$ cat config.mk
export PLATFORM = sky130hd
export DESIGN_NAME = hrmc_ctrl
export DESIGN_NICKNAME = d
export VERILOG_FILES = /design/src/hrmc_pkg.sv /design/src/hrmc_ctrl.sv
export VERILOG_INCLUDE_DIRS = /design/src
export SDC_FILE = /design/constraint.sdc
export NUM_CORES = 2
export LEC_CHECK = 0
export BUFFER_PORTS_ARGS = -buffer_cell sky130_fd_sc_hd__buf_2
export CORE_ASPECT_RATIO = 1.75
export CORE_MARGIN = 4
export CORE_UTILIZATION = 40
export DETAILED_ROUTE_END_ITERATION = 8
export GPL_ROUTABILITY_DRIVEN = 0
export PLACE_DENSITY = 0.59
export SYNTH_ARGS = -nofsm -noshare
export SYNTH_HDL_FRONTEND = slang
export SYNTH_SLANG_ARGS = --single-unit
$ cat constraint.sdc
create_clock -name aclk -period 5.77 [get_ports aclk]
set_clock_uncertainty 0.2 [all_clocks]
set_input_delay 1.154 -clock aclk [delete_from_list [all_inputs] [get_ports aclk]]
set_output_delay 1.154 -clock aclk [all_outputs]
set_load 0.1 [all_outputs]
$ cat src/hrmc_cfg.svh
/*
 Register indices, field positions, reset values and timing counts of the
 high-resolution interval mode control block.
 Assumes a 10 MHz clock; byte address of a register is four times its index.
*/
`ifndef HRMC_CFG_SVH
`define HRMC_CFG_SVH

// ----------------------------------------------------------------------
// Register indices (byte address = index * 4)
// ----------------------------------------------------------------------
`define HRMC_IDX_EDGE   4'h0
`define HRMC_IDX_DIS    4'h2
`define HRMC_IDX_SUBDIV 4'h3
`define HRMC_IDX_MODE   4'h4
`define HRMC_IDX_OFFS   4'h5
`define HRMC_IDX_LVL    4'h6
`define HRMC_IDX_FIFO1  4'h8
`define HRMC_IDX_FIFO2  4'h9
`define HRMC_IDX_STAT   4'hA

// ----------------------------------------------------------------------
// Field positions and reset values
// ----------------------------------------------------------------------
`define HRMC_MODE_HIRES 0
`define HRMC_MODE_QUIET 1
`define HRMC_MODE_MRST  2
`define HRMC_OFFS_HOLD  18
`define HRMC_OFFS_LOCK  19
`define HRMC_OFFS_TRIG  20
`define HRMC_LVL_PWR    31
`define HRMC_SUBDIV_HI  5'h1F
`define HRMC_EDGE_RST   6'h3F
`define HRMC_DEPTH      16

// ----------------------------------------------------------------------
// Timing (ns figures, cycle counts derived from the clock period except HRMC_PP_CYC, which is given directly)
// ----------------------------------------------------------------------
`define HRMC_CLK_NS     100
`define HRMC_HOLD_NS    7
`define HRMC_HOLD_CYC   ((`HRMC_HOLD_NS + `HRMC_CLK_NS - 1) / `HRMC_CLK_NS)
`define HRMC_MR_NS      40
`define HRMC_MR_CYC     ((`HRMC_MR_NS + `HRMC_CLK_NS - 1) / `HRMC_CLK_NS)
`define HRMC_VALID_NS   1000
`define HRMC_VALID_CYC  (`HRMC_VALID_NS / `HRMC_CLK_NS)
`define HRMC_PP_CYC     4
`define HRMC_RANGE_NS   40000
`define HRMC_RANGE_CYC  (`HRMC_RANGE_NS / `HRMC_CLK_NS)

`endif

$ cat src/hrmc_pkg.sv
/*
 Types of the high-resolution interval mode control block.
 Assumes hrmc_cfg.svh for sizes.
*/
`include "hrmc_cfg.svh"
package hrmc_pkg;
   // Whole state of the block, registered in one place
   typedef struct packed {
      logic [5:0]                          edge_en;
      logic [8:0]                          soft_dis;
      logic [4:0]                          subdiv;
      logic                                hires_en;
      logic                                quiet_en;
      logic [17:0]                         offset;
      logic                                stop_hold;
      logic                                start_lock;
      logic [7:0]                          fill;
      logic                                pwr;
      logic [7:0]                          s1;
      logic [7:0]                          s2;
      logic [7:0]                          s3;
      logic [7:0]                          f;
      logic                                started;
      logic [9:0]                          timer;
      logic [3:0]                          hold_cnt;
      logic [3:0]                          mr_cnt;
      logic [3:0]                          pp_cnt;
      logic                                busy;
      logic [1:0]                          taken;
      logic [1:0]                          held_v;
      logic [1:0][22:0]                    held;
      logic [1:0][`HRMC_DEPTH-1:0][22:0]   mem;
      logic [1:0][4:0]                     wp;
      logic [1:0][4:0]                     rp;
      logic                                bvalid;
      logic [1:0]                          bresp;
      logic                                rvalid;
      logic [1:0]                          rresp;
      logic [31:0]                         rdata;
   } hrmc_state_s;
endpackage : hrmc_pkg

$ cat src/hrmc_ctrl.sv
/*
 High-resolution single-hit interval mode control with AXI4-Lite registers.
 Assumes pins are asynchronous to aclk and a 10 MHz aclk.
*/
// Our own choices: the AXI4-Lite slave port and the register addresses.
// How it works
// - In the mode each stop channel captures one hit per measurement.
// - A channel with both edge enables cleared records nothing.
// - One hardware pin per stop input and edge blocks that edge.
// - After reset inputs stay closed until the power bit is set; then they are open before any start.
// - Stop hold option keeps stops closed until a start plus a short gap.
// - Only the first start is the time reference of a measurement.
// - Start lock closes the start channel after the first start.
// - An 18-bit start offset is added to every stop result.
// - Results reach the FIFOs 400 ns after the trigger; data valid within 1 us.
// - Master reset clears all but configuration; inputs reopen one 100 ns cycle later (40 ns rounded up).
// - Post-processing starts only on trigger pin rise or trigger bit.
// - First result FIFO reads at index 8, second at index 9.
`timescale 1ns/1ps
`include "hrmc_cfg.svh"
module hrmc_ctrl (
   input  wire logic        aclk,
   input  wire logic        aresetn,
   input  wire logic [5:0]  awaddr,
   input  wire logic        awvalid,
   output logic             awready,
   input  wire logic [31:0] wdata,
   input  wire logic [3:0]  wstrb,
   input  wire logic        wvalid,
   output logic             wready,
   output logic [1:0]       bresp,
   output logic             bvalid,
   input  wire logic        bready,
   input  wire logic [5:0]  araddr,
   input  wire logic        arvalid,
   output logic             arready,
   output logic [31:0]      rdata,
   output logic [1:0]       rresp,
   output logic             rvalid,
   input  wire logic        rready,
   input  wire logic        start_in,
   input  wire logic [1:0]  stop_in,
   input  wire logic        trig_in,
   input  wire logic [3:0]  stop_input_disable_pin,
   output logic             result_fifo1_empty,
   output logic             result_fifo2_empty,
   output logic             result_fifo1_level_reached,
   output logic             result_fifo2_level_reached,
   output logic             diff_input_power_on
);
   hrmc_pkg::hrmc_state_s q;
   hrmc_pkg::hrmc_state_s n;
   logic [7:0]        pins;
   logic [7:0]        stable;
   logic [7:0]        rise;
   logic [7:0]        fall;
   logic [1:0]        emp;
   logic [1:0]        lf;
   logic [1:0]        full;
   logic [1:0]        hit_ok;
   logic [1:0][22:0]  res;
   logic              hi_res;
   logic              gate_open;
   logic              start_go;
   logic              trig_go;
   logic              mr_go;
   logic              wr_go;
   logic              rd_go;
   logic [31:0]       wv;

   // ------------------------------------------------------------------
   // Flags and bus handshakes
   // ------------------------------------------------------------------
   // Pin order: start, stop1, stop2, trigger, then the four disable pins
   assign pins = {stop_input_disable_pin, trig_in, stop_in, start_in};
   // Outputs of the second and third stages; the first stage feeds nothing else
   assign stable = ~(q.s2 ^ q.s3);
   assign rise = stable & q.s2 & ~q.f;
   assign fall = stable & ~q.s2 & q.f;
   for (genvar c = 0; c < 2; c++) begin : g_flag
      assign emp[c] = (q.wp[c] == q.rp[c]);
      assign full[c] = (5'(q.wp[c] - q.rp[c]) == 5'(`HRMC_DEPTH));
      assign lf[c] = ({3'h0, 5'(q.wp[c] - q.rp[c])} >= q.fill);
   end
   assign hi_res = q.hires_en && (q.subdiv == `HRMC_SUBDIV_HI);
   assign gate_open = (q.mr_cnt == 4'h0);
   assign wr_go = awvalid && wvalid && !q.bvalid;
   assign rd_go = arvalid && !q.rvalid;
   assign awready = wr_go;
   assign wready = wr_go;
   assign arready = !q.rvalid;
   assign bvalid = q.bvalid;
   assign bresp = q.bresp;
   assign rvalid = q.rvalid;
   assign rresp = q.rresp;
   assign rdata = q.rdata;
   assign result_fifo1_empty = emp[0];
   assign result_fifo2_empty = emp[1];
   assign result_fifo1_level_reached = lf[0];
   assign result_fifo2_level_reached = lf[1];
   assign diff_input_power_on = q.pwr;

   // Register image as software sees it; write-only strobes read as zero
   function automatic logic [31:0] img(input logic [3:0] i);
      unique case (i)
         `HRMC_IDX_EDGE:   img = {26'h0, q.edge_en};
         `HRMC_IDX_DIS:    img = {23'h0, q.soft_dis};
         `HRMC_IDX_SUBDIV: img = {27'h0, q.subdiv};
         `HRMC_IDX_MODE:   img = {30'h0, q.quiet_en, q.hires_en};
         `HRMC_IDX_OFFS:   img = {12'h0, q.start_lock, q.stop_hold, q.offset};
         `HRMC_IDX_LVL:    img = {q.pwr, 23'h0, q.fill};
         `HRMC_IDX_STAT:   img = {26'h0, q.busy, q.started, lf, emp};
         default:          img = 32'h0000_0000;
      endcase
   endfunction : img

   // Byte-lane merge for partial writes
   function automatic logic [31:0] wmerge(input logic [31:0] o);
      wmerge = o;
      for (int i = 0; i < 4; i++) begin
         if (wstrb[i]) begin
            wmerge[8*i +: 8] = wdata[8*i +: 8];
         end
      end
   endfunction : wmerge

   // ------------------------------------------------------------------
   // Next state
   // ------------------------------------------------------------------
   always_comb begin
      n = q;
      trig_go = 1'b0;
      mr_go = 1'b0;
      wv = wmerge(img(awaddr[5:2]));
      n.s1 = pins;
      n.s2 = q.s1;
      n.s3 = q.s2;
      n.f = (q.f & ~stable) | (q.s2 & stable);

      // Register writes; the reply waits until the master takes it
      n.bvalid = q.bvalid && !bready;
      if (wr_go) begin
         n.bvalid = 1'b1;
         n.bresp = 2'b00;
         unique case (awaddr[5:2])
            `HRMC_IDX_EDGE:   n.edge_en = wv[5:0];
            `HRMC_IDX_DIS:    n.soft_dis = wv[8:0];
            `HRMC_IDX_SUBDIV: n.subdiv = wv[4:0];
            `HRMC_IDX_MODE: begin
               n.hires_en = wv[`HRMC_MODE_HIRES];
               n.quiet_en = wv[`HRMC_MODE_QUIET];
               mr_go = wv[`HRMC_MODE_MRST];
            end
            `HRMC_IDX_OFFS: begin
               n.offset = wv[17:0];
               n.stop_hold = wv[`HRMC_OFFS_HOLD];
               n.start_lock = wv[`HRMC_OFFS_LOCK];
               trig_go = wv[`HRMC_OFFS_TRIG];
            end
            `HRMC_IDX_LVL: begin
               n.fill = wv[7:0];
               n.pwr = wv[`HRMC_LVL_PWR];
            end
            default: n.bresp = 2'b10;
         endcase
      end

      // Register reads; a result FIFO read pops one word
      n.rvalid = q.rvalid && !rready;
      if (rd_go) begin
         n.rvalid = 1'b1;
         n.rresp = 2'b00;
         n.rdata = img(araddr[5:2]);
         unique case (araddr[5:2])
            `HRMC_IDX_EDGE, `HRMC_IDX_DIS, `HRMC_IDX_SUBDIV, `HRMC_IDX_MODE,
            `HRMC_IDX_OFFS, `HRMC_IDX_LVL, `HRMC_IDX_STAT: n.rresp = 2'b00;
            `HRMC_IDX_FIFO1, `HRMC_IDX_FIFO2: begin
               // An empty FIFO answers zero and is left untouched
               for (int c = 0; c < 2; c++) begin
                  if (araddr[2] == c[0] && !emp[c]) begin
                     n.rdata = {9'h0, q.mem[c][q.rp[c][3:0]]};
                     n.rp[c] = 5'(q.rp[c] + 5'h1);
                  end
               end
            end
            default: n.rresp = 2'b10;
         endcase
      end

      // Start: the first accepted edge is the only reference
      start_go = ((q.edge_en[0] && rise[0]) || (q.edge_en[3] && fall[0]))
                 && !(&q.soft_dis[2:0]) && q.pwr && gate_open
                 && !(q.start_lock && q.started);
      if (q.hold_cnt != 4'h0) begin
         n.hold_cnt = 4'(q.hold_cnt - 4'h1);
      end
      if (q.timer <= 10'(`HRMC_RANGE_CYC)) begin
         n.timer = 10'(q.timer + 10'h1);
      end
      if (start_go && !q.started) begin
         n.started = 1'b1;
         n.timer = 10'h000;
         n.hold_cnt = 4'(`HRMC_HOLD_CYC);
      end

      // Stops: edge enables, pin and soft disables, hold and range gates
      for (int c = 0; c < 2; c++) begin
         res[c] = 23'(q.timer) + 23'(q.offset);
         hit_ok[c] = ((q.edge_en[c+1] && rise[c+1] && !q.f[4+2*c])
                     || (q.edge_en[c+4] && fall[c+1] && !q.f[5+2*c]))
                     && !(&q.soft_dis[3*c+3 +: 3]) && q.pwr && gate_open
                     && (!q.stop_hold || (q.started && q.hold_cnt == 4'h0))
                     && (!q.started || q.timer <= 10'(`HRMC_RANGE_CYC))
                     && !(hi_res && q.taken[c]);
         if (hit_ok[c]) begin
            n.taken[c] = 1'b1;
            if (q.quiet_en) begin
               // Held until the trigger; later hits are dropped while one is held
               if (!q.held_v[c]) begin
                  n.held[c] = res[c];
                  n.held_v[c] = 1'b1;
               end
            end else if (!full[c]) begin
               n.mem[c][q.wp[c][3:0]] = res[c];
               n.wp[c] = 5'(q.wp[c] + 5'h1);
            end
         end
      end

      // Deferred post-processing, started only by a trigger
      trig_go = (trig_go || rise[3]) && q.quiet_en && !q.busy;
      if (trig_go) begin
         n.busy = 1'b1;
         n.pp_cnt = 4'(`HRMC_PP_CYC);
      end else if (q.busy) begin
         n.pp_cnt = 4'(q.pp_cnt - 4'h1);
         if (q.pp_cnt == 4'h1) begin
            n.busy = 1'b0;
            for (int c = 0; c < 2; c++) begin
               if (q.held_v[c] && !full[c]) begin
                  n.mem[c][q.wp[c][3:0]] = q.held[c];
                  n.wp[c] = 5'(q.wp[c] + 5'h1);
               end
            end
            n.held_v = 2'b00;
         end
      end

      // Master reset keeps configuration, clears the rest, shuts inputs briefly
      if (q.mr_cnt != 4'h0) begin
         n.mr_cnt = 4'(q.mr_cnt - 4'h1);
      end
      if (mr_go) begin
         n.started = 1'b0;
         n.timer = 10'h000;
         n.hold_cnt = 4'h0;
         n.taken = 2'b00;
         n.held_v = 2'b00;
         n.busy = 1'b0;
         n.pp_cnt = 4'h0;
         n.wp = '0;
         n.rp = '0;
         n.mr_cnt = 4'(`HRMC_MR_CYC);
      end
   end

   // ------------------------------------------------------------------
   // State register
   // ------------------------------------------------------------------
   // Synchronous reset; inputs stay closed afterwards until the power bit is set
   always_ff @(posedge aclk) begin
      if (!aresetn) begin
         q <= '0;
         q.edge_en <= `HRMC_EDGE_RST;
      end else begin
         q <= n;
      end
   end
endmodule : hrmc_ctrl

After elaboration in Yosys (flattened, before gate mapping)
Index checks and enable logic that the tools add are counted.

Bitwise operators: 15. Multiplexer cells: 64. Order comparisons: 9. Equal/unequal tests: 22. Shifts and indexed selects: 0. Reductions and logical operators: 103. Multiply operators: 0. Divide/modulo/power cells: 0. Add/sub/neg operators: 11.

Operators with widths (count): 368-bit two-way mux (8); 746-bit two-way mux (3); 368-bit bitwise mux (4); 32-bit case mux with 7 select lines (1); 23-bit binary-select mux with 4-bit select (2); 23-bit demux with 4-bit select (2); 32-bit case mux with 5 select lines (1); 32-bit two-way mux (3); 23-bit two-way mux (4); 5-bit two-way mux (11); 1-bit logical AND (45); 35-bit two-way mux (1); 3-bit AND reduction (10); 4-bit by 3-bit equality test with 1-bit output (second input constant) (6); 8-bit two-way mux (3); 1-bit logical NOT (21); 5-bit by 1-bit adder with 5-bit output (second input constant) (4); 4-bit by 5-bit < comparator with 1-bit output (second input constant) (4); 10-bit by 18-bit adder with 19-bit output (1); 8-bit bitwise AND (2); 4-bit by 2-bit equality test with 1-bit output (second input constant) (4); 5-bit by 8-bit >= comparator with 1-bit output (2); 4-bit logical NOT (4); 8-bit inverter (2); other kinds (29) (76).

Register bits after elaboration: 951. Output and inout port bits: 46. Bits in latches: 0. Input bits: 63. Word-level logic and storage cells: 295. Memory bits (writable): 0. Memory bits (read-only): 0. Memories: 0.

Longest topological paths before layout
Depth in word-level cells: 19. Gate-level depth with buffers: 17. Mapped depth without buffers: 13.

Worst setup path before layout
Ideal clock, no wire load.

Path kind: reg-to-output. Start: register q[44] (netlist name). End: output result_fifo2_level_reached. Required time: 4.416 ns. Data arrival time: 4.953 ns. Path slack: -0.537 ns. Stages on the path, launching flop included: 13. Path through: dfxtp_1 clkbuf_1 buf_1 clkbuf_1 buf_1 inv_1 fa_1 nand3_1 nand3_1 and2_1 ha_1 nand3_1 o21ai_0.

Longest elaborated chain between the ends: 2.

Ends and longest elaborated chain: from (decl) (line hrmc_ctrl.sv:51) `hrmc_pkg::hrmc_state_s q;`; from (signal assigned) (line hrmc_ctrl.sv:276) `q <= n;`; 5-bit subtractor (line hrmc_ctrl.sv:83) `assign lf[c] = ({3'h0, 5'(q.wp[c] - q.rp[c])} >= q.fill);`; 5-bit by 8-bit >= comparator with 1-bit output (line hrmc_ctrl.sv:83); to (decl) (line hrmc_ctrl.sv:48) `output logic result_fifo2_level_reached,`.

Every way passes these cells.

Worst setup path in the final report
Start: register q[45] (netlist name). End: output result_fifo2_level_reached.

The elaborated chain is that of the path after synthesis.

==> flow_summary.toml <==
[status]
status = "finished clean"

[route]
routed_wl_microns = 187000
avgRoutedWirePerCell_microns = 28.8
vias_per_cell = 6.59
firstDrtPassIters = 8
num_vias = 42700
drc_errors = 0
drt_iter0_drc = 4521
postRouteAntennaNets = 0

[pwr]
internal-power_mw = 10.1
p_per_area_nw_per_um2 = 256
max-vdd-ir-drop_uv = 243
power_frac_seq_pct = 48.8
leakagePower_nw = 16.7
p_comb_share_pct = 4.5
total_power_mw = 13.4
p_switching_mw = 3.23
power_frac_clock_pct = 46.7
switching_share_pct = 24.2

[floorplan]
core_sq_um = 119000
pin_count = 109
die_w_microns = 269
rows = 167
initial_utilization_pct = 40.3
die_area_sq_um = 125000
die_y_microns = 466

[cells_and_area]
drive_above_1_share_pct = 15.8
final_net_count = 5005
fin_area_sq_um = 52200
area_growth_pct = 9.10
mostFrequentLayoutCells = "dfxtp_1 (929), nand2_1 (532), nand4_1 (356)"
final_common_cell = "dfxtp_1"

[worst_setup_path]
worst-setup-path-type = "reg -> out"
start_kind = "register"
worst_ep_required_time_ps = 4420
crit_path_end_kind = "output port"
arrival_ps = 3730
crit_fanout = 7

[grt]
grt_start_max_net_pins = 156
grt-ovfl-total = 0
antenna_found_initial = 9
grt_pass1_wl_microns = 271000
grt_pass1_vias = 40800
grt_util_all_layers_pct = 28.3

[placement]
detailedPlace.worstSlack_ps = 1170
portBuffers = 84
dp_hpwl_microns = 131000
dpl-instance-area_sq_um = 49200

[clock_network]
hold_buffers = 0
cts.htree.levels = 3
postCtsSetupBuffers = 0
clockBufferDepth = 3
clkSinkCount = 933
cts_resized = 0
worstSkewPairLatency_ps = 720
path_clk_slew_ps = 70
cts_tree = "done"
cts-root-buf = "clkbuf_16"
numCtsBuffers = 87

[sta]
timing.final.crit_share_pct = 88.0
fin_crit_ps = 5080
finalSetupTns_ps = 0
slew_headroom_pct = 11.8
timing.final.ws_setup_ps = 690
rsz0062_at_grt = "no"
hold_viol = 0
max_freq_ghz = 0.197
setup_viol = 0
worst_pin_slew_ps = 1310
finalMaxSlewViolations = 0

[logic_synthesis]
synth.avg_cell_area_sq_um = 9.32
yosys.area.top_type_share_pct = 39.0
ys_ff_latch = 933
synthTopCellsByArea = "dfxtp_1 (39%), mux4_2 (11%), nand4_1 (4.7%)"
synth_cells = 5136
yosys.area.top_type = "dfxtp_1"
synth_area_sq_um = 47900
synth_edf_count = 0
synth.distinct_cells = 98
yosys_warnings = 0
synth_ff_type = "dfxtp_1"
async_reset_ff_share_pct = 0
ys_seq_area_share_pct = 39.0

[run]
cap_viol_max_count = 0

[hold_path]
min_path_type = "reg -> reg"
-- cells by family after synthesis --
kind of cell             share of synthesized area, %
AO/OA/AOI/OAI                                    16.5
other                                         0.00784
buffers and inverters                            5.93
flip-flops                                       39.0
XOR/XNOR                                        0.714
AND/OR/NAND/NOR                                  20.7
multiplexers                                     15.7
adder cells (fa/ha/maj)                          1.51
-- power by group through the flow --
| stage | Combinational, mW | Sequential (mW) | Clock, mW |
|---|---|---|---|
| 2_1_floorplan | 0.435 | 6.65 | 0 |
| 3_3_place_gp | 0.583 | 6.66 | 0 |
| 3_5_place_dp | 0.593 | 6.66 | 0 |
| 4_1_cts | 0.595 | 6.51 | 6.30 |
| 5_1_grt | 0.646 | 6.51 | 6.52 |
| 6_report | 0.603 | 6.51 | 6.23 |
-- final cells by class --
class,instances,area (sq um)
Fill cell,11400,66500
Multi-Input combinational cell,3563,26600
Clock inverter,34,439
Sequential cell,933,18700
Timing Repair Buffer,242,1780
Tap cell,1521,1900
Antenna cell,3,7.51
Inverter,59,226
Clock buffer,127,2550
-- registers in the layout, indices dropped and copies added (netlist names), named ones only --
register and flops:
rvalid 1, bvalid 1, diff_input_power_on 1, q 880
rdata 24, rresp 1, bresp 1, n 16
-- critical path, cell delays in order (launching register included) --
cell and delay, ps:
dfxtp_1 340, clkinv_1 320, ha_1 520, a21oi_1 100, a21boi_0 460, nor2_1 140
ha_1 300, nand3_1 70, o21ai_1 510, buf_12 250
-- through the flow --
| stage | cells | hold WS (ps) | util (%) |
|---|---|---|---|
| CTS | 6479 | 238 | 44.0 |
| finish | 6482 | 233 | 44.0 |
| detailed placement | 6318 | 221 | 41.5 |
| global route | 6481 | 247 | 44.0 |
| global placement | 6318 | 216 | 41.5 |
| floorplan | 5145 | 212 | - |
-- per-layer routing --
layer | track usage [%] | routed length [microns] | vias to the layer above
met5 | 0 | 41 | -
li1 | - | - | 19000
met2 | 49.3 | 91200 | 2048
met1 | 30.1 | 64500 | 20900
met4 | 22.8 | 18100 | 6
met3 | 4.97 | 12800 | 773
-- synth_stat cells (14+ instances only) --
library cell  count
nor3_1           96
o221ai_1         86
xnor2_1          30
nor2_1          208
or3_1            57
nand2b_1         17
buf_4            44
o22ai_1          21
inv_1            55
mux4_2          224
o211ai_1        155
buf_2            76
o21ai_1          15
o311ai_0         79
and3_1           74
nor4_4           25
o21ai_0         220
a41oi_1          26
nor2b_1          16
a211oi_1         33
dfxtp_1         933
and2_1          116
or4_4            14
buf_6            18
ha_1             53
a31oi_1          34
o21a_1           33
buf_1            58
nand3_1         212
nand2_1         533
nand4_1         356
mux2i_1         187
mux2_2           52
nor4_1           19
a21oi_1         262
o31ai_1          58
clkbuf_1        391
o311ai_1         16
-- final timing paths --
check / start / to / slack (ps) / cells after the start
max: q[45]$_SDFFE_PP0P_ / result_fifo2_level_reached / 690 / 9
min reg2reg: n[889]$_SDFF_PN0_ / n[881]$_SDFF_PN0_ / 230 / 1
min: n[889]$_SDFF_PN0_ / n[881]$_SDFF_PN0_ / 230 / 1
max reg2reg: q[45]$_SDFFE_PP0P_ / q[756]$_SDFF_PN0_ / 1100 / 9
Power figures use the tool's default switching activity.
